--- src/shared/ssch_pkg.sv ---
// constants, command codes and state encodings of the single shot handler
// assumes a 10 MHz clock; command words arrive already framed by the bus
package ssch_pkg;
  localparam logic [15:0] CMD_VARIANT  = 16'h202f;
  localparam logic [15:0] CMD_SHOT     = 16'h219d;
  localparam logic [15:0] CMD_SHOT_RHT = 16'h2196;
  localparam logic [15:0] CMD_SLEEP    = 16'h36e0;
  localparam logic [15:0] CMD_WAKE     = 16'h36f6;
  localparam logic [15:0] CMD_FACTORY  = 16'h3632;

  localparam int CLK_PERIOD_NS = 100;
  localparam int T_VARIANT_MS  = 1;
  localparam int T_SHOT_MS     = 5000;
  localparam int T_RHT_MS      = 50;
  localparam int T_SLEEP_MS    = 1;
  localparam int T_WAKE_MS     = 30;
  localparam int T_FACTORY_MS  = 1200;
  localparam int TMR_W         = 26;

  function automatic int ms_to_cyc(input int ms);
    return ms * (1000000 / CLK_PERIOD_NS);
  endfunction : ms_to_cyc

  localparam int SHOT_INTERVAL_MIN = 5;
  localparam int ASC_BLOCK_HOURS   = 4;
  localparam int SHOTS_PER_BLOCK   = ASC_BLOCK_HOURS * 60 / SHOT_INTERVAL_MIN;
  localparam int ASC_INIT_HOURS    = 44;
  localparam int ASC_STD_HOURS     = 156;
  localparam int ASC_INIT_BLOCKS   = ASC_INIT_HOURS / ASC_BLOCK_HOURS;
  localparam int ASC_STD_BLOCKS    = ASC_STD_HOURS / ASC_BLOCK_HOURS;

  localparam logic [7:0] CRC_POLY = 8'h31;
  localparam logic [7:0] CRC_INIT = 8'hff;

  typedef enum logic [2:0] {
    ST_IDLE  = 3'b001,
    ST_BUSY  = 3'b010,
    ST_SLEEP = 3'b100
  } ssch_state_e;

  typedef enum logic [5:0] {
    OP_VARIANT = 6'b000001,
    OP_SHOT    = 6'b000010,
    OP_RHT     = 6'b000100,
    OP_SLEEP   = 6'b001000,
    OP_WAKE    = 6'b010000,
    OP_FACTORY = 6'b100000
  } ssch_op_e;
endpackage : ssch_pkg

--- src/logic/ssch_cmd.sv ---
// single shot command handler: decode, timing, results, replies, baseline
// assumes framed 16-bit commands and a measurement front end on plain ports
`timescale 1ns/100ps
module ssch_cmd
  import ssch_pkg::*;
#(
  parameter logic [3:0]  VARIANT_CODE = 4'ha,   // arbitrary value
  parameter logic [11:0] VARIANT_LOW  = 12'h3c6, // arbitrary value
  parameter logic [3:0]  BASE_CODE    = 4'hc,   // arbitrary value
  parameter int CYC_VARIANT = ms_to_cyc(T_VARIANT_MS),
  parameter int CYC_SHOT    = ms_to_cyc(T_SHOT_MS),
  parameter int CYC_RHT     = ms_to_cyc(T_RHT_MS),
  parameter int CYC_SLEEP   = ms_to_cyc(T_SLEEP_MS),
  parameter int CYC_WAKE    = ms_to_cyc(T_WAKE_MS),
  parameter int CYC_FACTORY = ms_to_cyc(T_FACTORY_MS)
)(
  input  wire logic        clk,         // 10 MHz clock
  input  wire logic        srst,        // sync reset, power cycle
  input  wire logic        cmd_valid,   // command word strobe
  input  wire logic [15:0] cmd_code,    // command word
  input  wire logic        fetch_req,   // read-measurement strobe
  input  wire logic        rsp_req,     // request next reply byte
  input  wire logic        asc_off,     // 1 disables baseline correction
  input  wire logic [15:0] gas_in,      // front end gas value
  input  wire logic [15:0] hum_in,      // front end humidity value
  input  wire logic [15:0] temp_in,     // front end temperature value
  output logic             cmd_ack,     // command accepted pulse, none for wake
  output logic             cmd_nack,    // command refused pulse, none in sleep
  output logic             busy,        // command executing
  output logic             asleep,      // in sleep
  output logic             meas_start,  // front end start pulse
  output logic             meas_gas,    // start includes gas
  output logic [7:0]       rsp_byte,    // reply byte
  output logic             rsp_valid,   // reply byte pulse
  output logic             rsp_avail,   // reply bytes pending
  output logic             asc_correct  // baseline correction pulse
);
  import ssch_pkg::*;

  ssch_state_e       state_reg;
  ssch_op_e          op_reg;
  ssch_op_e          op_next;
  logic [TMR_W-1:0]  tmr_reg;
  logic [TMR_W-1:0]  lim;
  logic              done;
  logic              known;
  logic              accept;
  logic              fetch_ok;
  logic              supported;
  logic [15:0]       gas_reg;
  logic [15:0]       hum_reg;
  logic [15:0]       temp_reg;
  logic              res_valid_reg;
  logic [15:0]       rw_reg [0:2];
  logic [1:0]        nw_reg;
  logic [1:0]        wsel_reg;
  logic [1:0]        bsel_reg;
  logic [7:0]        crc;
  logic [5:0]        shot_cnt_reg;
  logic [7:0]        blk_cnt_reg;
  logic              first_reg;
  logic [7:0]        period;

  assign supported = VARIANT_CODE != BASE_CODE;

  always_comb
  begin
    known   = 1'b1;
    op_next = OP_VARIANT;
    case (cmd_code)
      CMD_VARIANT:  op_next = OP_VARIANT;
      CMD_SHOT:     op_next = OP_SHOT;
      CMD_SHOT_RHT: op_next = OP_RHT;
      CMD_SLEEP:    op_next = OP_SLEEP;
      CMD_WAKE:     op_next = OP_WAKE;
      CMD_FACTORY:  op_next = OP_FACTORY;
      default:      known   = 1'b0;
    endcase
  end

  // sleep takes only wake; idle takes all but wake; shots need support
  always_comb
  begin
    accept = 1'b0;
    if (cmd_valid && known)
    begin
      if (state_reg == ST_SLEEP)
        accept = op_next == OP_WAKE;
      else if (state_reg == ST_IDLE)
        accept = op_next != OP_WAKE &&
                 (supported || (op_next != OP_SHOT && op_next != OP_RHT));
    end
  end
  assign fetch_ok = fetch_req && !cmd_valid && state_reg == ST_IDLE &&
                    res_valid_reg;

  always_comb
  begin
    case (op_reg)
      OP_VARIANT: lim = TMR_W'(CYC_VARIANT - 1);
      OP_SHOT:    lim = TMR_W'(CYC_SHOT - 1);
      OP_RHT:     lim = TMR_W'(CYC_RHT - 1);
      OP_SLEEP:   lim = TMR_W'(CYC_SLEEP - 1);
      OP_WAKE:    lim = TMR_W'(CYC_WAKE - 1);
      default:    lim = TMR_W'(CYC_FACTORY - 1);
    endcase
  end
  assign done = state_reg == ST_BUSY && tmr_reg == lim;

  always_ff @(posedge clk)
  begin
    if (srst)
    begin
      state_reg <= ST_IDLE;
      op_reg    <= OP_VARIANT;
      tmr_reg   <= '0;
    end
    else
    begin
      tmr_reg <= (state_reg == ST_BUSY) ? tmr_reg + 1'b1 : '0;
      case (state_reg)
        ST_IDLE, ST_SLEEP:
          if (accept)
          begin
            state_reg <= ST_BUSY;
            op_reg    <= op_next;
          end
        ST_BUSY:
          if (done)
            state_reg <= (op_reg == OP_SLEEP) ? ST_SLEEP : ST_IDLE;
        default: state_reg <= ST_IDLE;
      endcase
    end
  end

  always_ff @(posedge clk)
  begin
    if (srst)
    begin
      cmd_ack    <= 1'b0;
      cmd_nack   <= 1'b0;
      busy       <= 1'b0;
      asleep     <= 1'b0;
      meas_start <= 1'b0;
      meas_gas   <= 1'b0;
    end
    else
    begin
      cmd_ack    <= (accept && op_next != OP_WAKE) || fetch_ok;
      cmd_nack   <= state_reg != ST_SLEEP &&
                    ((cmd_valid && !accept) ||
                     (fetch_req && !cmd_valid && !fetch_ok));
      busy       <= (state_reg == ST_BUSY && !done) || accept;
      asleep     <= (state_reg == ST_SLEEP && !accept) ||
                    (done && op_reg == OP_SLEEP);
      meas_start <= accept && (op_next == OP_SHOT || op_next == OP_RHT);
      meas_gas   <= accept && op_next == OP_SHOT;
    end
  end

  // result held until fetched or until the next shot completes
  always_ff @(posedge clk)
  begin
    if (srst)
    begin
      gas_reg       <= '0;
      hum_reg       <= '0;
      temp_reg      <= '0;
      res_valid_reg <= 1'b0;
    end
    else if (done && (op_reg == OP_SHOT || op_reg == OP_RHT))
    begin
      gas_reg       <= (op_reg == OP_SHOT) ? gas_in : 16'h0000;
      hum_reg       <= hum_in;
      temp_reg      <= temp_in;
      res_valid_reg <= 1'b1;
    end
    else if (fetch_ok)
      res_valid_reg <= 1'b0;
  end

  ssch_crc8 #(.W(16)) u_crc (
    .data (rw_reg[wsel_reg]),
    .crc  (crc)
  );

  // reply bytes: high, low, checksum per word
  always_ff @(posedge clk)
  begin
    if (srst)
    begin
      for (int i = 0; i < 3; i++)
        rw_reg[i] <= '0;
      nw_reg    <= '0;
      wsel_reg  <= '0;
      bsel_reg  <= '0;
      rsp_avail <= 1'b0;
      rsp_valid <= 1'b0;
      rsp_byte  <= '0;
    end
    else
    begin
      rsp_valid <= 1'b0;
      if (done && op_reg == OP_VARIANT)
      begin
        rw_reg[0] <= {VARIANT_CODE, VARIANT_LOW};
        nw_reg    <= 2'd1;
        wsel_reg  <= '0;
        bsel_reg  <= '0;
        rsp_avail <= 1'b1;
      end
      else if (fetch_ok)
      begin
        rw_reg[0] <= gas_reg;
        rw_reg[1] <= hum_reg;
        rw_reg[2] <= temp_reg;
        nw_reg    <= 2'd3;
        wsel_reg  <= '0;
        bsel_reg  <= '0;
        rsp_avail <= 1'b1;
      end
      else if (rsp_req && rsp_avail)
      begin
        rsp_valid <= 1'b1;
        case (bsel_reg)
          2'd0:    rsp_byte <= rw_reg[wsel_reg][15:8];
          2'd1:    rsp_byte <= rw_reg[wsel_reg][7:0];
          default: rsp_byte <= crc;
        endcase
        bsel_reg <= (bsel_reg == 2'd2) ? 2'd0 : bsel_reg + 2'd1;
        if (bsel_reg == 2'd2)
        begin
          wsel_reg <= wsel_reg + 2'd1;
          if (wsel_reg == nw_reg - 2'd1)
            rsp_avail <= 1'b0;
        end
      end
    end
  end

  // baseline correction: shots counted as 5 min, blocks of 4 h
  assign period = first_reg ? 8'(ASC_INIT_BLOCKS) : 8'(ASC_STD_BLOCKS);

  always_ff @(posedge clk)
  begin
    if (srst)
    begin
      shot_cnt_reg <= '0;
      blk_cnt_reg  <= '0;
      first_reg    <= 1'b1;
      asc_correct  <= 1'b0;
    end
    else
    begin
      asc_correct <= 1'b0;
      if (done && op_reg == OP_FACTORY)
      begin
        shot_cnt_reg <= '0;
        blk_cnt_reg  <= '0;
        first_reg    <= 1'b1;
      end
      else if (done && (op_reg == OP_SLEEP || op_reg == OP_WAKE))
      begin
        shot_cnt_reg <= '0;
        blk_cnt_reg  <= '0;
      end
      else if (done && op_reg == OP_SHOT && !asc_off)
      begin
        if (shot_cnt_reg == 6'(SHOTS_PER_BLOCK - 1))
        begin
          shot_cnt_reg <= '0;
          if (blk_cnt_reg == period - 8'd1)
          begin
            blk_cnt_reg <= '0;
            first_reg   <= 1'b0;
            asc_correct <= 1'b1;
          end
          else
            blk_cnt_reg <= blk_cnt_reg + 8'd1;
        end
        else
          shot_cnt_reg <= shot_cnt_reg + 6'd1;
      end
    end
  end
endmodule : ssch_cmd

--- src/logic/ssch_crc8.sv ---
// checksum of one response word, msb first
// assumes the caller registers the result
`timescale 1ns/100ps
module ssch_crc8
  import ssch_pkg::*;
#(
  parameter int W = 16
)(
  input  wire logic [W-1:0] data, // word to protect
  output logic      [7:0]   crc   // checksum byte
);
  logic [7:0] c [0:W];

  assign c[0] = CRC_INIT;
  for (genvar i = 0; i < W; i++)
  begin : g_bit
    assign c[i+1] = {c[i][6:0], 1'b0} ^
                    ((c[i][7] ^ data[W-1-i]) ? CRC_POLY : 8'h00);
  end
  assign crc = c[W];
endmodule : ssch_crc8

--- config.mk ---
export PLATFORM = sky130hd
export DESIGN_NAME = ssch_cmd
export DESIGN_NICKNAME = d
export VERILOG_FILES = /design/src/shared/ssch_pkg.sv /design/src/logic/ssch_cmd.sv /design/src/logic/ssch_crc8.sv
export SDC_FILE = /design/constraint.sdc
export NUM_CORES = 1
export LEC_CHECK = 0
export ABC_AREA = 1
export BUFFER_PORTS_ARGS = -buffer_cell sky130_fd_sc_hd__buf_4
export CAP_MARGIN = 0
export CORE_ASPECT_RATIO = 1.2
export CORE_UTILIZATION = 38
export DETAILED_ROUTE_END_ITERATION = 16
export GPL_TIMING_DRIVEN = 0
export PLACE_DENSITY = 0.67
export SLEW_MARGIN = 20
export SYNTH_ARGS = -nofsm -noshare
export SYNTH_HDL_FRONTEND = slang
export SYNTH_SLANG_ARGS = --single-unit
--- constraint.sdc ---
create_clock -name clk -period 5.9 [get_ports clk]
set_input_delay 1.18 -clock clk [delete_from_list [all_inputs] [get_ports clk]]
set_output_delay 1.18 -clock clk [all_outputs]
set_load 0.1 [all_outputs]
==> results of run 1 <==
[routing by layer]
layer	vias to the layer above	global-route usage [%]	share of wire, %
met4	0	9.12	3.4
met1	3758	22.1	43
met5	-	0	0
met3	47	3.04	4.0
li1	4251	-	-
met2	169	32.3	50
[stage by stage]
step | cell area, um2 | std cells
floorplan | 9360 | 1239
global placement | 10400 | 1645
detailed placement | 10400 | 1645
CTS | 11000 | 1677
global route | 11000 | 1677
finish | 11000 | 1677
[kinds of logic (layout without fill, tap and decap cells)]
kind of cell / count (synthesis) / after routing / share of synthesized area (%)
XOR/XNOR: 29 / 29 / 2.88
AO/OA/AOI/OAI: 147 / 147 / 11.4
flip-flops: 172 / 172 / 41.9
adder cells (fa/ha/maj): 4 / 4 / 0.535
buffers and inverters: 204 / 322 / 9.00
AND/OR/NAND/NOR: 683 / 683 / 34.3
[cells in the mapped netlist, types with 3 or more instances]
| cell type | number | area share [%] |
|---|---|---|
| o21ai_0 | 22 | 1.2 |
| buf_4 | 3 | 0.24 |
| nor2_2 | 7 | 0.47 |
| edfxtp_1 | 48 | 15 |
| nand2_4 | 3 | 0.36 |
| or2_1 | 3 | 0.20 |
| dfxtp_1 | 124 | 27 |
| nor2_1 | 171 | 6.9 |
| nand3_1 | 100 | 5.3 |
| inv_1 | 157 | 6.3 |
| nor2_8 | 3 | 0.64 |
| xnor2_1 | 5 | 0.47 |
| nand3_2 | 4 | 0.43 |
| nand2_1 | 278 | 11 |
| a21oi_1 | 57 | 3.0 |
| inv_2 | 4 | 0.16 |
| a211oi_2 | 32 | 4.3 |
| nor3_1 | 33 | 1.8 |
| xor2_1 | 22 | 2.1 |
| nand2_2 | 17 | 1.1 |
| nor2_4 | 3 | 0.36 |
| o211ai_1 | 3 | 0.24 |
| nor4_1 | 11 | 0.74 |
| buf_2 | 11 | 0.59 |
| a21oi_2 | 10 | 0.94 |
| ha_1 | 4 | 0.53 |
| buf_6 | 4 | 0.48 |
| o22ai_1 | 7 | 0.47 |
| o21ai_1 | 5 | 0.27 |
| nand3b_1 | 7 | 0.56 |
| or2_2 | 4 | 0.27 |
| nor3b_1 | 3 | 0.24 |
| clkbuf_1 | 19 | 0.76 |
| nand3b_4 | 3 | 0.64 |
| nand4_1 | 19 | 1.3 |
[power by group through the flow]
stage	clock (mW)	combinational, mW	sequential (mW)
floorplan	0	0.0860	1.26
global placement	0	0.158	1.25
detailed placement	0	0.160	1.25
CTS	1.23	0.160	1.23
global route	1.28	0.178	1.23
finish	1.21	0.160	1.23
[area by class of cell]
class	instances	area [um2]
multi-input combinational	863	4600
sequential	172	3920
clock inverter	13	175
timing repair buffer	86	646
inverter	166	633
fill	2416	13000
buffer	38	209
tap	320	400
clock buffer	19	464
[worst max-delay path: stages (launching register included)]
cell      delay [ps]
dfxtp_1          360
nor2_4           210
nand4_4          220
nand2_4          200
nor2_2            50
xor2_1           240
nand2_1          120
nor2_2           140
nand3_2          130
nor2_8           180
nand3b_4         130
nand2_1          110
nand2_2          160
nand2_1          680
[how the worst max path moves through the flow]
stage,endpoint,slack [ps],start
2_1_floorplan,state_reg[0],3120,cmd_code[1]
6_report,rw_reg[0][5],2580,op_reg[5]
5_1_grt,rw_reg[0][5],2230,op_reg[0]
4_1_cts,rw_reg[0][5],2550,op_reg[5]
3_5_place_dp,rw_reg[0][4],2580,op_reg[5]
3_3_place_gp,rw_reg[2][3],2390,srst
==> results.json, run 1 <==
{
  "outcome": "finished clean",
  "synth_area_per_cell_um2": 7.55,
  "initial_core_util_pct": 38.9,
  "synth_seq_cells": 172,
  "rsz0062_at_grt": "false",
  "start_kind": "flop",
  "power.total_mw": 2.60,
  "die_h_um": 174,
  "antenna_found_initial": 0,
  "worstMarginPinSlew_ps": 848,
  "min_path_type": "flop to flop",
  "ir_drop_v": 0.000200,
  "grt_max_degree": 33,
  "drtIter0Drc": 450,
  "hold_viol": 0,
  "die-width_um": 145,
  "postSynth.topFlopCell": "dfxtp_1",
  "numCtsBuffers": 17,
  "ant_nets": 0,
  "p_per_area_nw_per_um2": 235,
  "clockBufferDepth": 2,
  "core_um2": 24000,
  "worstRegToRegCells": 13,
  "rows": 62,
  "leakagePower_nw": 4.53,
  "hold_buffers": 0,
  "cts-root-buf": "clkbuf_16",
  "overflow": 0,
  "reg2reg_from": "op_reg[5]",
  "syn_nets": 1313,
  "synthToLayoutAreaGrowth_pct": 18.1,
  "clk_transition_reported_paths_ps": 70,
  "drive_above_1_share_pct": 17.8,
  "arrival_ps": 3380,
  "synth_edf_count": 48,
  "place_congestion": 0.911,
  "clock_latency_ps": 440,
  "swShare_pct": 23.2,
  "skew_ps": 15.4,
  "maxCapViolCount": 0,
  "setup-violations-final": 0,
  "cts_sinks": 172,
  "min_period_ps": 3320,
  "grt_pass1_vias": 7854,
  "end_kind": "flop",
  "p_int_mw": 2.00,
  "timing.final.crit_share_pct": 56.3,
  "final_max_slew_viol_count": 0,
  "cts.htree.levels": 4,
  "netlist_area_um2": 9360,
  "p_switching_mw": 0.604,
  "required_ps": 5960,
  "largest_reg_flops": 48,
  "r2r_end": "rw_reg[0][5]",
  "firstDrtPassIters": 5,
  "timing.fmax_ghz": 0.301,
  "pwr-share-comb_pct": 6.1,
  "grt_pass1_wl_um": 37400,
  "vias_per_cell": 4.90,
  "layout_setup_ws_ps": 2580,
  "place.port_buffers": 86,
  "crit_fanout": 21,
  "tns_ps": 0,
  "dp_hpwl_um": 17900,
  "max-slew-margin-rel_pct": 43.3,
  "vias": 8225,
  "rrSetupSlack_ps": 2580,
  "die-area_um2": 25300,
  "seqPwrFrac_pct": 47.2,
  "min-delay-start": "tmr_reg[0]",
  "hold_depth": 1,
  "async_flop_share_pct": 0,
  "final_util_pct": 45.9,
  "clock_power_share_pct": 46.7,
  "synth.distinct_cells": 59,
  "worstHoldEndpoint": "tmr_reg[0]",
  "fin_hold_ws_ps": 453,
  "seq_area_frac_synth_pct": 41.9,
  "post_cts_buffers": 0,
  "tritoncts": "done",
  "synthCells": 1239,
  "layout_common_cells": "nand2_1 (277), nor2_1 (171), inv_1 (157)",
  "io_pins": 87,
  "post_cts_resized": 0,
  "route.detailed.drc": 0,
  "layout_commonest_cell": "nand2_1",
  "dp_slack_ps": 2580,
  "wl_per_cell_um": 13.8,
  "critical_path_class": "flop to flop",
  "yosys_warnings": 0,
  "nets": 1418,
  "totalWireLength_um": 23100,
  "antenna_cells": 0,
  "grtUsageTotal_pct": 18.5
}
(Power assumes the default switching activity.)
==> run 2: changes to the inputs <==
PLACE_DENSITY = 0.69   (was 0.67)
clock period = 3 ns   (was 5.9 ns; I/O delays follow)
==> run 2 against run 1 <==
Count of clock-buffer cells in the layout is 1 lower. Sequential power rose by 96%. Final area rose by 0.49%. Die area stayed put. Cell count is essentially flat. Global-route usage grew 0.48 points. Worst hold slack lost 32 ps. First-iteration DRC count is 8.0% lower. Setup slack got worse by 2400 ps.
==> results.json, run 2 (same netlist as run 1, synthesis figures left out) <==
{
  "initial_core_util_pct": 38.9,
  "cts.htree.levels": 4,
  "totalWireLength_um": 23600,
  "tns_ps": 0,
  "crit_fanout": 10,
  "post_cts_buffers": 0,
  "critical_path_class": "flop to flop",
  "rows": 62,
  "cp_num_buf_inv": 2,
  "min_path_type": "primary input to flop",
  "final_max_slew_viol_count": 0,
  "timing.fmax_ghz": 0.350,
  "layout_commonest_cell": "nand2_1",
  "drtIter0Drc": 414,
  "nets": 1419,
  "timing.final.crit_share_pct": 95.3,
  "hold_viol": 0,
  "required_ps": 3280,
  "antenna_found_initial": 0,
  "setup-violations-final": 0,
  "p_per_area_nw_per_um2": 459,
  "min_period_ps": 2860,
  "ant_nets": 0,
  "ir_drop_v": 0.000418,
  "grt_max_degree": 33,
  "core_um2": 24000,
  "placedCellCount": 1645,
  "power.total_mw": 5.10,
  "cts-root-buf": "clkbuf_16",
  "vias_per_cell": 4.94,
  "antenna_cells": 0,
  "slowest_stage": "dfxtp_1",
  "grtUsageTotal_pct": 19.0,
  "place_congestion": 0.935,
  "numCtsBuffers": 17,
  "clockBufferDepth": 2,
  "dp_hpwl_um": 18100,
  "synthToLayoutAreaGrowth_pct": 18.7,
  "arrival_ps": 3140,
  "hold_buffers": 0,
  "overflow": 0,
  "die-width_um": 145,
  "vias": 8288,
  "path_cells": "nor2_4, nand4_2, nand2_4, nor2_8, nand2_8, clkinv_4, o21ai_1, nand3b_4, nor2_8, nand3b_4, nand2_1, nand2_4, buf_2, nor2_1",
  "maxCapViolCount": 0,
  "worstMarginPinSlew_ps": 872,
  "firstDrtPassIters": 7,
  "final_util_pct": 46.2,
  "io_pins": 87,
  "clock_latency_ps": 430,
  "drive_above_1_share_pct": 18.3,
  "critical-path-max-stage-delay_ps": 390,
  "start_kind": "flop",
  "tritoncts": "done",
  "route.detailed.drc": 0,
  "skew_ps": 12.7,
  "rsz0062_at_grt": "false",
  "wl_per_cell_um": 14.0,
  "instances_no_fill": 1678,
  "layout_common_cells": "nand2_1 (275), nor2_1 (171), inv_1 (157)",
  "place.port_buffers": 86,
  "cts_sinks": 172,
  "largest_reg_flops": 48,
  "die_h_um": 174,
  "grt_pass1_wl_um": 38300,
  "leakagePower_nw": 4.56,
  "max-slew-margin-rel_pct": 41.6,
  "grt_pass1_vias": 7951,
  "num-fill-cells": 2408,
  "crit_family": "simple AND/OR/NAND/NOR gates",
  "outcome": "finished clean",
  "clk_transition_reported_paths_ps": 70,
  "die-area_um2": 25300,
  "end_kind": "flop"
}
==> run 2: cell types whose count changed in the layout (fill, tap and decap cells not counted), sizes merged <==
| cell | delta |
|---|---|
| clkbuf | -1 |
| clkinv | +2 |
| clkinvlp | -1 |
| nand2 | +1 |
==> run 2: tightest hold or removal path: stages <==
cell and delay (ps):
buf_4 110, nand2_2 60, a21oi_2 40
==> run 2: final cells by class <==
type                            instances  area (um2)  share of cell area (%)
Inverter                              166         633                    5.70
Multi-Input combinational cell        864        4660                    42.0
Clock buffer                           18         450                    4.06
Sequential cell                       172        3920                    35.3
Timing Repair Buffer                   86         646                    5.81
Buffer                                 38         209                    1.88
Clock inverter                         14         179                    1.61
Tap cell                              320         400                    3.61
==> run 2: metal layers <==
metal,GRT usage [%],part of all wire (%),vias to the layer above
li1,-,-,4253
met1,22.6,43,3807
met2,33.5,51,185
met3,3.04,3.9,43
met4,8.77,2.9,0
met5,0,0,-
==> run 2: power breakdown <==
| group | switching [mW] | leakage [nW] | internal, mW |
|---|---|---|---|
| sequential | 0.0103 | 1.49 | 2.40 |
| combinational | 0.199 | 2.76 | 0.121 |
| clock | 0.985 | 0.312 | 1.38 |
==> run 2: metrics by stage <==
| step | hold WS (ps) | setup slack, ps | area [um2] |
|---|---|---|---|
| 2_1_floorplan | 413 | 271 | 9360 |
| 3_3_place_gp | 430 | -322 | 10400 |
| 3_5_place_dp | 436 | -337 | 10400 |
| 4_1_cts | 412 | 58.5 | 11000 |
| 5_1_grt | 416 | 5.41 | 11100 |
| 6_report | 421 | 142 | 11100 |
==> run 2: worst paths after layout <==
check	endpoint	depth (start not counted)	slack, ps	start
hold / removal	gas_reg[8]	3	420	gas_in[8]
setup reg to reg	rw_reg[2][14]	14	140	op_reg[1]
hold reg to reg	tmr_reg[0]	1	440	tmr_reg[0]
setup / recovery	rw_reg[2][14]	14	140	op_reg[1]
==> run 2: repair_timing <==
action,in CTS,in global routing
endpoints found under the setup margin,22,28
cloned,0,1
resized for setup,2,8
pin swaps,0,1
hold endpoints to repair,0,0
